--- config.mk ---
export PLATFORM = sky130hd
export DESIGN_NAME = dsom_rx_overhead_monitor
export DESIGN_NICKNAME = d
export VERILOG_FILES = /design/src/core/dsom_pkg.sv /design/src/core/dsom_rx_overhead_monitor.sv /design/src/core/dsom_evcount.sv
export VERILOG_INCLUDE_DIRS = /design/src /design/src/core
export SDC_FILE = /design/constraint.sdc
export NUM_CORES = 1
export LEC_CHECK = 0
export ABC_AREA = 1
export BUFFER_PORTS_ARGS = -buffer_cell sky130_fd_sc_hd__clkbuf_2
export CORE_MARGIN = 4
export CORE_UTILIZATION = 60
export DETAILED_ROUTE_END_ITERATION = 10
export PLACE_DENSITY = 0.8
export REMOVE_ABC_BUFFERS = 1
export SYNTH_ARGS = -nofsm -noshare
export SYNTH_HDL_FRONTEND = slang
export SYNTH_HIERARCHICAL = 1
export SYNTH_SLANG_ARGS = --single-unit
--- constraint.sdc ---
create_clock -name mclk -period 3.8 [get_ports mclk]
set_input_delay 0 -clock mclk [delete_from_list [all_inputs] [get_ports mclk]]
set_output_delay 0 -clock mclk [all_outputs]
set_load 0.02 [all_outputs]
--- src/core/dsom_cfg.svh ---
// dsom_cfg.svh: offsets, field positions, reset values and codes of the
// ds3 receive overhead monitor. definitions only, included by bare name.
`ifndef DSOM_CFG_SVH
`define DSOM_CFG_SVH

`define DSOM_AW             8
`define DSOM_DW             8
`define DSOM_CNT_W          16

// register byte addresses
`define DSOM_ADDR_LINE_STAT 8'h11
`define DSOM_ADDR_EVT_STAT  8'h13
`define DSOM_ADDR_EVT_MASK  8'h14
`define DSOM_ADDR_PAR_HI    8'h54
`define DSOM_ADDR_PAR_LO    8'h55
`define DSOM_ADDR_FAR_END_BLOCK_ERROR_HI   8'h58
`define DSOM_ADDR_FAR_END_BLOCK_ERROR_LO   8'h59

// rx_line_status fields
`define DSOM_LS_FAR_END_RECEIVE_FAILURE        4
`define DSOM_LS_AIC         3
`define DSOM_LS_FAR_END_BLOCK_ERROR_HI     2
`define DSOM_LS_FAR_END_BLOCK_ERROR_LO     0

// rx_event_status fields
`define DSOM_EV_CP          7
`define DSOM_EV_FAR_END_RECEIVE_FAILURE        3
`define DSOM_EV_AIC         2
`define DSOM_EV_PBIT        0
`define DSOM_EV_RUR_MASK    8'h7F

// reset values
`define DSOM_RST_BYTE       8'h00
`define DSOM_RST_MASK       8'h00
`define DSOM_RST_FAR_END_BLOCK_ERROR       3'h7

// far-end block error codes
`define DSOM_FAR_END_BLOCK_ERROR_OK        3'h7
`define DSOM_FAR_END_BLOCK_ERROR_ERR       3'h0

// x-bit patterns
`define DSOM_X_ALARM        2'h0
`define DSOM_X_CLEAR        2'h3

// overhead positions: f-frame number and overhead slot within it
`define DSOM_SUB_1          3'h1
`define DSOM_SUB_2          3'h2
`define DSOM_SUB_3          3'h3
`define DSOM_SUB_4          3'h4
`define DSOM_SLOT_LEAD      3'h0
`define DSOM_SLOT_C1        3'h2
`define DSOM_SLOT_C2        3'h4
`define DSOM_SLOT_C3        3'h6

`endif

--- src/core/dsom_pkg.sv ---
// dsom_pkg: state types of the ds3 receive overhead monitor.
// assumes dsom_cfg.svh is on the include path.
`include "dsom_cfg.svh"

package dsom_pkg;

  typedef logic [`DSOM_AW-1:0]    dsom_addr_t;
  typedef logic [`DSOM_DW-1:0]    dsom_byte_t;
  typedef logic [`DSOM_CNT_W-1:0] dsom_cnt_t;

  // state of the monitor apart from its two event counters, registered as one word
  typedef struct packed {
    logic       par_acc;
    logic       par_prev;
    logic       have_prev;
    logic [1:0] x_cap;
    logic [2:0] far_end_block_error_cap;
    logic       aic_cap;
    logic [1:0] p_cap;
    logic       far_end_receive_failure;
    logic       app_identification_channel;
    logic [2:0] far_end_block_error_last;
    logic [2:0] tx_far_end_block_error;
    dsom_byte_t evt;
    dsom_byte_t mask;
    dsom_byte_t rdata;
    dsom_byte_t par_lo_hold;
    dsom_byte_t far_end_block_error_lo_hold;
  } dsom_state_t;

endpackage

--- src/core/dsom_rx_overhead_monitor.sv ---
// dsom_rx_overhead_monitor: receive ds3 overhead monitor. watches the
// x-bits, far-end block error bits, application channel bit and p-bits
// of each received frame, keeps status, sticky events and counters.
// assumes a framer ahead of it marks each bit as overhead or payload,
// gives its f-frame and slot, and pulses rx_frame_end with the last bit.
//
// Behaviour
// [RULE1] both x-bits zero in a received frame declares far-end receive failure
// [RULE2] far-end failure shows as bit 4 of rx_line_status
// [RULE3] that bit follows the condition, it does not latch
// [RULE4] every change of far-end failure sets event bit 3 and interrupts
// [RULE5] both x-bits one clears the far-end failure condition
// [RULE6] remote sends block error bits 111 only when it saw no errors
// [RULE7] a frame with block error bits 111 leaves the counter alone
// [RULE8] a frame with other block error bits bumps the 0x58/0x59 counter
// [RULE9] application bit is third overhead bit of f-frame 1
// [RULE10] latest application bit shows as bit 3 of rx_line_status
// [RULE11] a change of application bit sets event bit 2 and interrupts
// [RULE12] remote puts even payload parity into both p-bits of next frame
// [RULE13] payload parity of each frame is checked against next frame's p-bits
// [RULE14] a parity mismatch sets the p-bit event flag and interrupts
// [RULE15] a parity mismatch makes outgoing block error bits other than 111
// [RULE16] each parity error bumps a 16-bit counter read at 0x54/0x55
// [RULE17] reading the parity counter returns errors since last read, clears it
// [RULE18] latest block error bits show in bits 2..0 of rx_line_status
// [RULE19] event flags below the top bit clear when the register is read
`timescale 1ns/100ps
`include "dsom_cfg.svh"

module dsom_rx_overhead_monitor (
  // clock and reset
  input  wire logic               mclk,
  input  wire logic               resetn,
  // received bit stream from the framer
  input  wire logic               rx_valid,
  input  wire logic               rx_data,
  input  wire logic               rx_ovh,
  input  wire logic [2:0]         rx_sub,
  input  wire logic [2:0]         rx_slot,
  input  wire logic               rx_frame_end,
  // register port
  input  wire dsom_pkg::dsom_addr_t reg_addr,
  input  wire dsom_pkg::dsom_byte_t reg_wdata,
  input  wire logic               reg_wr,
  input  wire logic               reg_rd,
  output dsom_pkg::dsom_byte_t    reg_rdata,
  // status toward the system
  output logic                    far_failure_flag,
  output logic                    app_channel_bit,
  output logic [2:0]              far_block_error_bits,
  output logic                    irq,
  // block error code for the local transmitter
  output logic [2:0]              tx_far_block_error_bits
);

  import dsom_pkg::*;

  dsom_state_t state;
  dsom_state_t next_state;

  dsom_cnt_t   par_count;
  dsom_cnt_t   far_end_block_error_count;

  logic        par_inc;
  logic        par_clr;
  logic        far_end_block_error_inc;
  logic        far_end_block_error_clr;

  logic        payload_bit;
  logic        frame_parity;
  logic        frame_done;
  logic        x_alarm;
  logic        x_clear;
  logic        far_end_receive_failure_now;
  logic        far_end_receive_failure_change;
  logic        aic_change;
  logic        par_err;
  logic        far_end_block_error_err;
  dsom_byte_t  line_status;
  dsom_byte_t  evt_set;

  // parity error counter, high byte read clears it
  dsom_evcount #(
    .W      (`DSOM_CNT_W)
  ) u_par_count (
    .mclk   (mclk),
    .resetn (resetn),
    .inc    (par_inc),
    .clr    (par_clr),
    .count  (par_count)
  );

  // far-end block error counter, same read discipline
  dsom_evcount #(
    .W      (`DSOM_CNT_W)
  ) u_far_end_block_error_count (
    .mclk   (mclk),
    .resetn (resetn),
    .inc    (far_end_block_error_inc),
    .clr    (far_end_block_error_clr),
    .count  (far_end_block_error_count)
  );

  always_comb begin
    next_state   = state;
    payload_bit  = 1'b0;
    frame_parity = 1'b0;
    frame_done   = 1'b0;
    x_alarm      = 1'b0;
    x_clear      = 1'b0;
    far_end_receive_failure_now     = state.far_end_receive_failure;
    far_end_receive_failure_change  = 1'b0;
    aic_change   = 1'b0;
    par_err      = 1'b0;
    far_end_block_error_err     = 1'b0;
    par_inc      = 1'b0;
    far_end_block_error_inc     = 1'b0;
    par_clr      = 1'b0;
    far_end_block_error_clr     = 1'b0;
    evt_set      = `DSOM_RST_BYTE;
    line_status  = `DSOM_RST_BYTE;

    // overhead capture; the last bit of a frame is seen before evaluation
    if (rx_valid && rx_ovh) begin
      unique case (rx_sub)
        `DSOM_SUB_1: begin
          if (rx_slot == `DSOM_SLOT_LEAD) begin
            next_state.x_cap[0] = rx_data;
          end
          if (rx_slot == `DSOM_SLOT_C1) begin
            next_state.aic_cap = rx_data; // [RULE9]
          end
        end
        `DSOM_SUB_2: begin
          if (rx_slot == `DSOM_SLOT_LEAD) begin
            next_state.x_cap[1] = rx_data;
          end
        end
        `DSOM_SUB_3: begin
          if (rx_slot == `DSOM_SLOT_LEAD) begin
            next_state.p_cap[0] = rx_data;
          end
        end
        `DSOM_SUB_4: begin
          if (rx_slot == `DSOM_SLOT_LEAD) begin
            next_state.p_cap[1] = rx_data;
          end
          if (rx_slot == `DSOM_SLOT_C1) begin
            next_state.far_end_block_error_cap[2] = rx_data;
          end
          if (rx_slot == `DSOM_SLOT_C2) begin
            next_state.far_end_block_error_cap[1] = rx_data;
          end
          if (rx_slot == `DSOM_SLOT_C3) begin
            next_state.far_end_block_error_cap[0] = rx_data;
          end
        end
        default: begin
        end
      endcase
    end

    // even parity of the payload bits only
    payload_bit  = rx_valid && !rx_ovh && rx_data;
    frame_parity = state.par_acc ^ payload_bit; // [RULE13]
    next_state.par_acc = frame_parity;
    frame_done   = rx_valid && rx_frame_end;

    if (frame_done) begin
      next_state.par_acc   = 1'b0;
      next_state.par_prev  = frame_parity;
      next_state.have_prev = 1'b1;

      // x-bits in between the two patterns leave the condition as it was
      x_alarm = (next_state.x_cap == `DSOM_X_ALARM);
      x_clear = (next_state.x_cap == `DSOM_X_CLEAR);
      if (x_alarm) begin
        far_end_receive_failure_now = 1'b1; // [RULE1]
      end else if (x_clear) begin
        far_end_receive_failure_now = 1'b0; // [RULE5]
      end
      far_end_receive_failure_change     = (far_end_receive_failure_now != state.far_end_receive_failure); // [RULE4]
      next_state.far_end_receive_failure = far_end_receive_failure_now; // [RULE3]

      // the first frame after reset has nothing to compare against
      aic_change     = state.have_prev && (next_state.aic_cap != state.app_identification_channel); // [RULE11]
      next_state.app_identification_channel = next_state.aic_cap; // [RULE10]

      // both p-bits must carry the parity of the previous payload
      par_err = state.have_prev &&
                ((next_state.p_cap[0] != state.par_prev) ||
                 (next_state.p_cap[1] != state.par_prev)); // [RULE13]
      par_inc = par_err; // [RULE16]
      next_state.tx_far_end_block_error = par_err ? `DSOM_FAR_END_BLOCK_ERROR_ERR : `DSOM_FAR_END_BLOCK_ERROR_OK; // [RULE15]

      // 111 is an error-free report and is not counted
      far_end_block_error_err             = (next_state.far_end_block_error_cap != `DSOM_FAR_END_BLOCK_ERROR_OK); // [RULE7]
      far_end_block_error_inc             = far_end_block_error_err; // [RULE8]
      next_state.far_end_block_error_last = next_state.far_end_block_error_cap; // [RULE18]
    end

    evt_set[`DSOM_EV_FAR_END_RECEIVE_FAILURE] = far_end_receive_failure_change; // [RULE4]
    evt_set[`DSOM_EV_AIC]  = aic_change; // [RULE11]
    evt_set[`DSOM_EV_PBIT] = par_err; // [RULE14]

    line_status[`DSOM_LS_FAR_END_RECEIVE_FAILURE] = state.far_end_receive_failure; // [RULE2]
    line_status[`DSOM_LS_AIC]  = state.app_identification_channel; // [RULE10]
    line_status[`DSOM_LS_FAR_END_BLOCK_ERROR_HI:`DSOM_LS_FAR_END_BLOCK_ERROR_LO] = state.far_end_block_error_last; // [RULE18]

    // read data stands in the cycle after the strobe only
    next_state.rdata = `DSOM_RST_BYTE;
    if (reg_rd) begin
      unique case (reg_addr)
        `DSOM_ADDR_LINE_STAT: begin
          next_state.rdata = line_status;
        end
        `DSOM_ADDR_EVT_STAT: begin
          next_state.rdata = state.evt;
          next_state.evt   = state.evt & ~`DSOM_EV_RUR_MASK; // [RULE19]
        end
        `DSOM_ADDR_EVT_MASK: begin
          next_state.rdata = state.mask;
        end
        `DSOM_ADDR_PAR_HI: begin
          // high byte first: low byte is frozen so the pair is coherent
          next_state.rdata       = par_count[`DSOM_CNT_W-1:`DSOM_DW];
          next_state.par_lo_hold = par_count[`DSOM_DW-1:0];
          par_clr                = 1'b1; // [RULE17]
        end
        `DSOM_ADDR_PAR_LO: begin
          next_state.rdata = state.par_lo_hold; // [RULE17]
        end
        `DSOM_ADDR_FAR_END_BLOCK_ERROR_HI: begin
          next_state.rdata        = far_end_block_error_count[`DSOM_CNT_W-1:`DSOM_DW];
          next_state.far_end_block_error_lo_hold = far_end_block_error_count[`DSOM_DW-1:0];
          far_end_block_error_clr                = 1'b1;
        end
        `DSOM_ADDR_FAR_END_BLOCK_ERROR_LO: begin
          next_state.rdata = state.far_end_block_error_lo_hold;
        end
        default: begin
          next_state.rdata = `DSOM_RST_BYTE;
        end
      endcase
    end

    // writes: one-to-clear events, plain mask
    if (reg_wr) begin
      if (reg_addr == `DSOM_ADDR_EVT_STAT) begin
        next_state.evt = state.evt & ~(reg_wdata & `DSOM_EV_RUR_MASK);
      end
      if (reg_addr == `DSOM_ADDR_EVT_MASK) begin
        next_state.mask = reg_wdata & `DSOM_EV_RUR_MASK;
      end
    end

    // a new event beats a clear in the same cycle
    next_state.evt = next_state.evt | evt_set; // [RULE4] [RULE14]
    next_state.evt[`DSOM_EV_CP] = 1'b0;
  end

  always_ff @(posedge mclk or negedge resetn) begin
    if (!resetn) begin
      state              <= '0;
      state.far_end_block_error_last    <= `DSOM_RST_FAR_END_BLOCK_ERROR;
      state.far_end_block_error_cap     <= `DSOM_RST_FAR_END_BLOCK_ERROR;
      state.tx_far_end_block_error      <= `DSOM_RST_FAR_END_BLOCK_ERROR;
      state.mask         <= `DSOM_RST_MASK;
    end else begin
      state <= next_state;
    end
  end

  assign reg_rdata               = state.rdata;
  assign far_failure_flag        = state.far_end_receive_failure; // [RULE3]
  assign app_channel_bit         = state.app_identification_channel;
  assign far_block_error_bits    = state.far_end_block_error_last;
  assign tx_far_block_error_bits = state.tx_far_end_block_error; // [RULE15]
  // level interrupt while any unmasked sticky event stands
  assign irq                     = |(state.evt & state.mask); // [RULE4] [RULE11] [RULE14]

endmodule // dsom_rx_overhead_monitor

--- src/core/dsom_evcount.sv ---
// dsom_evcount: saturating event counter, cleared by a read.
// assumes inc and clr are one-cycle pulses on mclk.
`timescale 1ns/100ps
`include "dsom_cfg.svh"

module dsom_evcount #(
  parameter int W = `DSOM_CNT_W
) (
  // clock and reset
  input  wire logic         mclk,
  input  wire logic         resetn,
  // events
  input  wire logic         inc,
  input  wire logic         clr,
  // count
  output logic [W-1:0]      count
);

  typedef struct packed {
    logic [W-1:0] count;
  } dsom_cnt_state_t;

  dsom_cnt_state_t state;
  dsom_cnt_state_t next_state;

  // an event in the clearing cycle counts as the first of the new period
  always_comb begin
    next_state = state;
    if (clr) begin
      next_state.count = {{(W-1){1'b0}}, inc};
    end else if (inc && (state.count != {W{1'b1}})) begin
      next_state.count = state.count + {{(W-1){1'b0}}, 1'b1};
    end
  end

  always_ff @(posedge mclk or negedge resetn) begin
    if (!resetn) begin
      state <= '0;
    end else begin
      state <= next_state;
    end
  end

  assign count = state.count;

endmodule // dsom_evcount

==> summary.md, run 1 <==
| Metric | Value |
|---|---|
| Kind of critical path | `input pin to flip-flop` |
| Prevailing post-synth register cell | `dfrtp_1` |
| Synth-to-layout area growth | `9.68%` |
| Critical R2R Launch | `state[52]$_DFF_PN1_` |
| Critical path peak fanout | `12` |
| Asr flop ratio synth | `100%` |
| Min Tclk post-route | `just under 3000 ps` |
| Post-route ant nets | `0` |
| Yosys reg bits | `87` |
| FF-to-FF setup slack | `1500 ps` |
| Slew margin rel. | `between 40% and 50%` |
| Clock skew | `5.49 ps` |
| Area contributors post-synth | `dfrtp_1 39%, nand2_1 18%, nand3_1 5.8%` |
| Synth warnings | `6` |
| Initial Utilization | `between 60 and 70%` |
| Net Sw Frac | `a little under a third` |
| Worst-margin pin slew | `861 ps` |
| Die height | `~100 um` |
| Final worst setup slack | `a little over 900 ps` |
| Reg2Reg Depth | `9` |
| Pre-CTS setup slack | `1160 ps` |
| Clk Latency, worst-skew pair | `360 ps` |
| Htree depth | `3` |
| DR pass1 iterations | `5` |
| Largest net degree at the start of global routing | `52` |
| Max-slew violation count | `0` |
| # hold bufs at CTS | `13` |
| Max-cap violations | `0` |
| Die X | `~100 um` |
| Final setup TNS | `0 ps` |
| Hold Crit Class | `input pin to flip-flop` |
| Flop pwr share | `around half` |
| Final Hold Vio Count | `0` |
| Mapped cell area | `0.00516 mm^2` |
| HPWL Detailed | `around 8600 um` |
| FF-to-FF End | `u_far_end_block_error_count/count[1]$_DFFE_PN0P_` |
| Cells after synthesis | `just over 700` |
| Clk root buf | `clkbuf_8` |
| DRT iter0 DRCs | `~380` |
| Fmax | `~0.35 GHz` |
| Final Power | `about 2.2 mW` |
| NetSw | `0.670 mW` |
| Static leakage power | `about 2.9 nW` |
| Via Count | `between 4,000 and 5,000` |
| Clk sinks | `87` |
| Initial antenna violation count | `0` |
| Row Count | `33` |
| Overflow after GRT | `0` |
| Full die area | `slightly above 0.01 mm^2` |
| Fraction of layout cells with a size suffix above 1 | `between 10% and 20%` |
| Avg Inst Size Synth | `just over 7 um^2` |
| Nets | `about 790` |
| Top-area cell type share of the netlist area | `between 30% and 40%` |
| Per-cell routed wire length | `between 10 and 15 um` |
| Critical path arrival | `3180 ps` |
| Post-synth EDFFs | `0` |
| Top-count cell post-synth | `nand2_1` |
| Global-route wire length before repair | `around 21,000 um` |
| DR DRC count | `0` |
| Hold WS | `about 27 ps` |
| Hold wc startpoint | `rx_ovh` |
| Worst Hold Endpoint | `state[58]$_DFF_PN0_` |
| Cts bufs inserted | `9` |
| All-layer global routing usage | `about a quarter` |
| Vias in the first global route | `around 4,500` |
| Final period utilization | `between 70% and 80%` |
| RSZ-0062 raised after global routing | `no` |
| Io pins | `47` |
| Max VDD drop | `between 0.0002 and 0.00025 V` |
| Commonest cells post-synth | `251 x nand2_1, 80 x dfrtp_1, 75 x nor2_1, 73 x inv_1, 60 x nand3_1` |
| P_int | `about 1.5 mW` |
| Clock transition at path regs | `roughly 80 ps` |
| Status | `completed` |
| Post-synthesis sequential area ratio | `between 40 and 50%` |
| Pwr dens | `391 mW/mm^2` |
| CTS tree | `yes` |
| Core area | `slightly above 0.008 mm^2` |
| Clk network pwr share | `between 30 and 40%` |
| Post-CTS Setup Bufs | `0` |
| Cell variety after synth | `42` |
| Vias per cell | `about 5.5` |
| CP Launch Type | `input pin` |
| Worst Hold Depth | `4` |
| Port bufs | `45` |
| Post_cts resized | `0` |
| Worst Setup End Kind | `flip-flop` |
| Final WL | `between 10,000 and 15,000 um` |
| Final count of negative-setup-slack endpoints | `0` |
| Largest area contributor in the netlist | `dfrtp_1` |
| Maximum clock path buffer count | `2` |
| Ant diodes | `0` |
| Worst EP required | `~4100 ps` |
| Combinational share of power | `16.5%` |
| Routability cong. | `slightly above 0.9` |
## sequential cells by signal, summed over array words and instances (netlist names)
| name | flops |
|---|---|
| app_channel_bit | 1 |
| far_block_error_bits | 3 |
| far_failure_flag | 1 |
| reg_rdata | 8 |
| state | 41 |
| tx_far_block_error_bits | 1 |
| u_far_end_block_error_count/count | 16 |
| u_par_count/count | 16 |
## per-stage QoR
step	instance area (um^2)	util, %	instances
floorplan	4940	-	683
global placement	5300	63.9	834
detailed placement	5300	63.9	834
CTS	5660	68.1	863
global route	5660	68.1	863
finish	5660	68.1	863
## how the worst max path moves through the flow
stage | from | to | slack [ps] | cells past startpoint
floorplan | rx_sub[1] | u_far_end_block_error_count/count[10]$_DFFE_PN0P_ | 1980 | 9
global placement | rx_sub[1] | u_far_end_block_error_count/count[7]$_DFFE_PN0P_ | 1250 | 10
detailed placement | rx_sub[1] | u_far_end_block_error_count/count[1]$_DFFE_PN0P_ | 1160 | 10
CTS | rx_sub[2] | u_par_count/count[8]$_DFFE_PN0P_ | 950 | 14
global route | rx_sub[2] | u_far_end_block_error_count/count[1]$_DFFE_PN0P_ | 660 | 12
finish | rx_sub[2] | u_par_count/count[8]$_DFFE_PN0P_ | 910 | 14
## cells by family (layout without fill, tap and decap cells)
kind of cell             Yosys count  count (layout)  synth area share, %
XOR/XNOR                           8               8                 1.36
buffers and inverters            108             155                 10.1
AND/OR/NAND/NOR                  438             438                 37.7
flip-flops                        87              87                 42.4
AO/OA/AOI/OAI                     67              67                 7.72
adder cells (fa/ha/maj)            2               2                0.485
multiplexers                       1               1                0.218
## per-layer routing
metal	global-route usage, %	vias to the layer above	share of wire, %	wire, um
met1	33.4	2238	45	5430
met4	9.33	0	2.4	286
met3	3.39	27	4.5	549
met5	0	-	0	0
met2	42.0	139	48	5810
li1	-	2316	-	-
## critical path, cell delays in order
cell,delay (ps)
dlygate4sd3_1,530
clkbuf_2,110
nor2_1,140
nand3_1,100
dlygate4sd3_1,580
nand2_1,110
inv_1,50
nand3_1,60
nand3_1,180
inv_1,210
clkinv_1,140
nor2_1,660
nand4_1,160
nand2_1,130
## power groups by stage
stage	Clock [mW]	Sequential [mW]	Combinational (mW)
floorplan	0	1.13	0.229
global placement	0	1.13	0.335
detailed placement	0	1.14	0.353
CTS	0.733	1.12	0.365
global route	0.772	1.14	0.418
finish	0.727	1.12	0.365
## placed cells by master (no fill, tap or decap), types with 6 or more instances in the layout
cell type      instances
a21oi_1               17
clkbuf_2              44
clkbuf_8              10
dfrtp_1               80
dfstp_2                7
dlygate4sd3_1         13
inv_1                 73
nand2_1              251
nand2_2                7
nand3_1               60
nand4_1               15
nor2_1                75
nor2_2                 6
nor2_4                10
o21ai_0               25
o21ai_2                7
o21bai_1               6
xnor2_1                7
## cell type report
class                      instances  area (um^2)
timing repair buffer              59          365
tap                              105          131
clock buffer                      11          141
fill                             686         2640
multi-input combinational        516         2450
sequential                        87         2190
inverter                          80          300
clock inverter                     5         81.3
(Power assumes the default switching activity.)
==> inputs of run 2 (changes only) <==
--- a/config.mk
+++ b/config.mk
@@ -6,12 +6,12 @@
 export SDC_FILE = /design/constraint.sdc
 export NUM_CORES = 1
 export LEC_CHECK = 0
-export ABC_AREA = 1
+export ABC_AREA = 0
 export BUFFER_PORTS_ARGS = -buffer_cell sky130_fd_sc_hd__clkbuf_2
 export CORE_MARGIN = 4
-export CORE_UTILIZATION = 60
+export CORE_UTILIZATION = 54
 export DETAILED_ROUTE_END_ITERATION = 10
-export PLACE_DENSITY = 0.8
+export PLACE_DENSITY = 0.77
 export REMOVE_ABC_BUFFERS = 1
 export SYNTH_ARGS = -nofsm -noshare
 export SYNTH_HDL_FRONTEND = slang
==> constraint.sdc (replaced) <==
create_clock -name mclk -period 2.5 [get_ports mclk]
set_input_delay 0 -clock mclk [delete_from_list [all_inputs] [get_ports mclk]]
set_output_delay 0 -clock mclk [all_outputs]
set_load 0.02 [all_outputs]
==> run 2 against run 1 <==
First-iteration DRC count shrank 44%. Cell count shrank 27%. Combinational power grew 24%. Non-clock buffer count grew 11. Design area shrank 4.8%. Sequential power grew 52%. Critical path type is now flip-flop to flip-flop. Critical endpoint is now u_par_count/count[11]$_DFFE_PN0P_.
==> summary.md, run 2 <==
| Metric | Value |
|---|---|
| Cts bufs inserted | `9 (unchanged)` |
| Worst Setup End Kind | `flip-flop` |
| Clk sinks | `87 (unchanged)` |
| Combinational share of power | `14.4% (-2.1 points)` |
| Most flops, register | `state` |
| Pwr dens | `582 mW/mm^2 (+49%)` |
| Maximum clock path buffer count | `2 (unchanged)` |
| Final core occ | `62.0% (-6.1 points)` |
| HPWL Detailed | `8390 um (-2.4%)` |
| CTS tree | `yes` |
| Commonest cells post-synth | `80 x dfrtp_1, 37 x nor2_1, 27 x nand2_1, 22 x a21oi_1, 22 x mux2_2` |
| Synth warnings | `6 (unchanged)` |
| DR pass1 iterations | `7 (+2)` |
| Peak per-stage delay on the critical path | `430 ps (-230 ps)` |
| Die X | `102 um (+1.6%)` |
| RSZ-0062 raised after global routing | `yes` |
| Core area | `0.00868 mm^2 (+4.6%)` |
| Slew margin rel. | `57.4% (+15 points)` |
| Prevailing post-synth register cell | `dfrtp_1` |
| Status | `completed` |
| Post-route insts no fill | `630 (-27%)` |
| Io pins | `47 (unchanged)` |
| Top-area cell type share of the netlist area | `41.7% (+2.9 points)` |
| Full die area | `0.0105 mm^2 (+3.2%)` |
| Slowest library cell on the worst path | `or4_1` |
| Final WL | `11,100 um (-8.1%)` |
| Largest area contributor in the netlist | `dfrtp_1` |
| Largest net degree at the start of global routing | `46 (-12%)` |
| Port bufs | `45 (unchanged)` |
| Final count of negative-setup-slack endpoints | `0 (unchanged)` |
| DRT iter0 DRCs | `215 (-44%)` |
| Final Power | `3.14 mW (+42%)` |
| Static leakage power | `2.36 nW (-19%)` |
| Final Hold Vio Count | `0 (unchanged)` |
| All-layer global routing usage | `22.8% (-2.4 points)` |
| Asr flop ratio synth | `100% (unchanged)` |
| Max-cap violations | `0 (unchanged)` |
| Worst-margin pin slew | `622 ps (-239 ps)` |
| Commonest non-fill, non-tap cell in the layout | `dfrtp_1` |
| Initial Utilization | `55.3% (-6.8 points)` |
| P_int | `2.20 mW (+43%)` |
| Nets | `549 (-30%)` |
| Fmax | `roughly 0.42 GHz` |
| Mapped cell area | `0.00480 mm^2 (-6.9%)` |
| Max VDD drop | `0.000316 V (+41%)` |
| Vias in the first global route | `3,859 (-14%)` |
| Vias per cell | `6.14 (+12%)` |
| Area contributors post-synth | `dfrtp_1 42%, mux2_2 5.2%, dfstp_2 3.8%` |
| Clock skew | `14.6 ps (+9.09 ps)` |
| CP Cell Sequence | `inv_1, a31o_1, and3b_1, a221oi_1, buf_4, nand3_1, or2_1, or4_1, a21oi_1` |
| Clk network pwr share | `31.5% (-1.3 points)` |
| Per-cell routed wire length | `17.6 um (+26%)` |
| Avg Inst Size Synth | `10.2 um^2 (+41%)` |
| DR DRC count | `0 (unchanged)` |
| Clk root buf | `clkbuf_8` |
| Max-slew violation count | `0 (unchanged)` |
| Net Sw Frac | `29.8% (-0.51 points)` |
| Final instance area | `0.00538 mm^2 (-4.8%)` |
| Clk Latency, worst-skew pair | `360 ps (about the same)` |
| Ant diodes | `0 (unchanged)` |
| Pre-CTS setup slack | `48.4 ps (-1110 ps)` |
| Overflow after GRT | `0 (unchanged)` |
| Routability cong. | `0.975 (+5.7%)` |
| NetSw | `0.933 mW (+39%)` |
| Final period utilization | `a little over nine tenths` |
| Via Count | `3,867 (-18%)` |
| Cell variety after synth | `65 (+55%)` |
| Critical path peak fanout | `7 (-5)` |
| Post-synthesis sequential area ratio | `45.5% (+3.1 points)` |
| Worst EP required | `2780 ps (-1310 ps)` |
| CP Launch Type | `flip-flop` |
| Flop pwr share | `54.1% (+3.4 points)` |
| Post-route ant nets | `0 (unchanged)` |
| Cells after synthesis | `470 (-34%)` |
| Yosys reg bits | `87 (unchanged)` |
| Die height | `102 um (+1.6%)` |
| Initial antenna violation count | `0 (unchanged)` |
| Critical path arrival | `2640 ps (-540 ps)` |
| Row Count | `34 (+3.0%)` |
| Commonest cells after routing, fill and taps aside | `80 x dfrtp_1, 44 x clkbuf_2, 37 x nor2_1` |
| Synth-to-layout area growth | `12.1%` |
| Max reg flops | `41 (unchanged)` |
| Hold Crit Class | `input pin to flip-flop` |
| Final worst setup slack | `131 ps (-783 ps)` |
| Min Tclk post-route | `roughly 2400 ps` |
| Post-synth EDFFs | `0 (unchanged)` |
| Clock transition at path regs | `90 ps (about the same)` |
| Global-route wire length before repair | `18,700 um (-9.1%)` |
| Htree depth | `3 (unchanged)` |
| Dpl cells | `605 (-27%)` |
| Kind of critical path | `flip-flop to flip-flop` |
| Fraction of layout cells with a size suffix above 1 | `23.6% (+9.1 points)` |
| Post-DP Area | `0.00509 mm^2 (-3.9%)` |
| Top-count cell post-synth | `dfrtp_1` |
run 2: cell types whose count changed after synthesis, moves of 10 or more:
cell / previous run / this run
nand2_1: 251 / 27
inv_1: 73 / 20
mux2i_1: 0 / 17
nand3_1: 60 / 16
mux2_1: 0 / 14
o21ai_0: 25 / 13
mux2_2: 1 / 22
nor2b_1: 0 / 11
nor2_1: 75 / 37
nor3_1: 2 / 12
nor2_4: 10 / 0
run 2: kinds of logic (layout without fill, tap and decap cells):
family                   count (synthesis)  in the layout  share of synthesized area, %
AO/OA/AOI/OAI                           97             97                          14.1
XOR/XNOR                                 2              2                         0.365
adder cells (fa/ha/maj)                  2              2                         0.521
buffers and inverters                   55            107                          5.84
flip-flops                              87             87                          45.5
multiplexers                            54             54                          12.3
AND/OR/NAND/NOR                        173            173                          21.3
run 2: per-stage QoR:
stage / TNS (ps) / hold WS (ps)
after global routing: -0.713 / 55.0
after CTS: 0 / 17.4
after floorplan: 0 / -296
after detailed placement: 0 / 23.3
final: 0 / 22.9
after global placement: 0 / 14.2
run 2: final cells by class:
| cell class | count | area (um^2) |
|---|---|---|
| clock inverters | 6 | 70.1 |
| inverters | 21 | 78.8 |
| clock buffers | 10 | 128 |
| well taps | 108 | 135 |
| fillers | 721 | 3300 |
| multi-input cells | 328 | 2330 |
| flip-flops and latches | 87 | 2190 |
| repair buffers | 70 | 450 |
run 2: power groups by stage:
stage | combinational (mW) | sequential [mW] | clock (mW)
CTS | 0.454 | 1.70 | 1.00
global route | 0.505 | 1.72 | 1.07
finish | 0.453 | 1.70 | 0.986
global placement | 0.426 | 1.72 | 0
floorplan | 0.254 | 1.70 | 0
detailed placement | 0.441 | 1.73 | 0
run 2: worst paths after layout:
kind	from	end	slack [ps]	depth (start not counted)
min in group asynchronous	resetn	state[55]$_DFF_PN0_	160	2
max	state[48]$_DFF_PN0_	u_par_count/count[11]$_DFFE_PN0P_	130	9
max in group asynchronous	resetn	tx_far_block_error_bits[1]$_DFFE_PN1P_	1660	3
min reg2reg	state[56]$_DFFE_PN0P_	state[56]$_DFFE_PN0P_	480	1
min	rx_valid	state[58]$_DFF_PN0_	20	3
max reg2reg	state[48]$_DFF_PN0_	u_par_count/count[11]$_DFFE_PN0P_	130	9
run 2: worst max-delay path, delay by kind of cell, from the launching register on:
family	cells	cell delay (ps)
and+or+nand+nor	4	1080
AOI/OAI and AO/OA	3	660
DFF	1	340
buffers and inverters	2	200
run 2: per-layer routing:
metal	part of all wire, %	track usage (%)	vias up	routed length, um
met5	0	0	-	0
met4	2.2	10.4	0	249
met3	6.5	4.03	20	719
met2	46	35.0	133	5100
met1	45	31.5	1877	5030
li1	-	-	1837	-
run 2: what timing repair did:
action	CTS	global route
hold buffers	9	0
gates resized for setup	0	2
hold endpoints to repair	53	0
setup endpoints to repair	0	4
buffers inserted	0	0
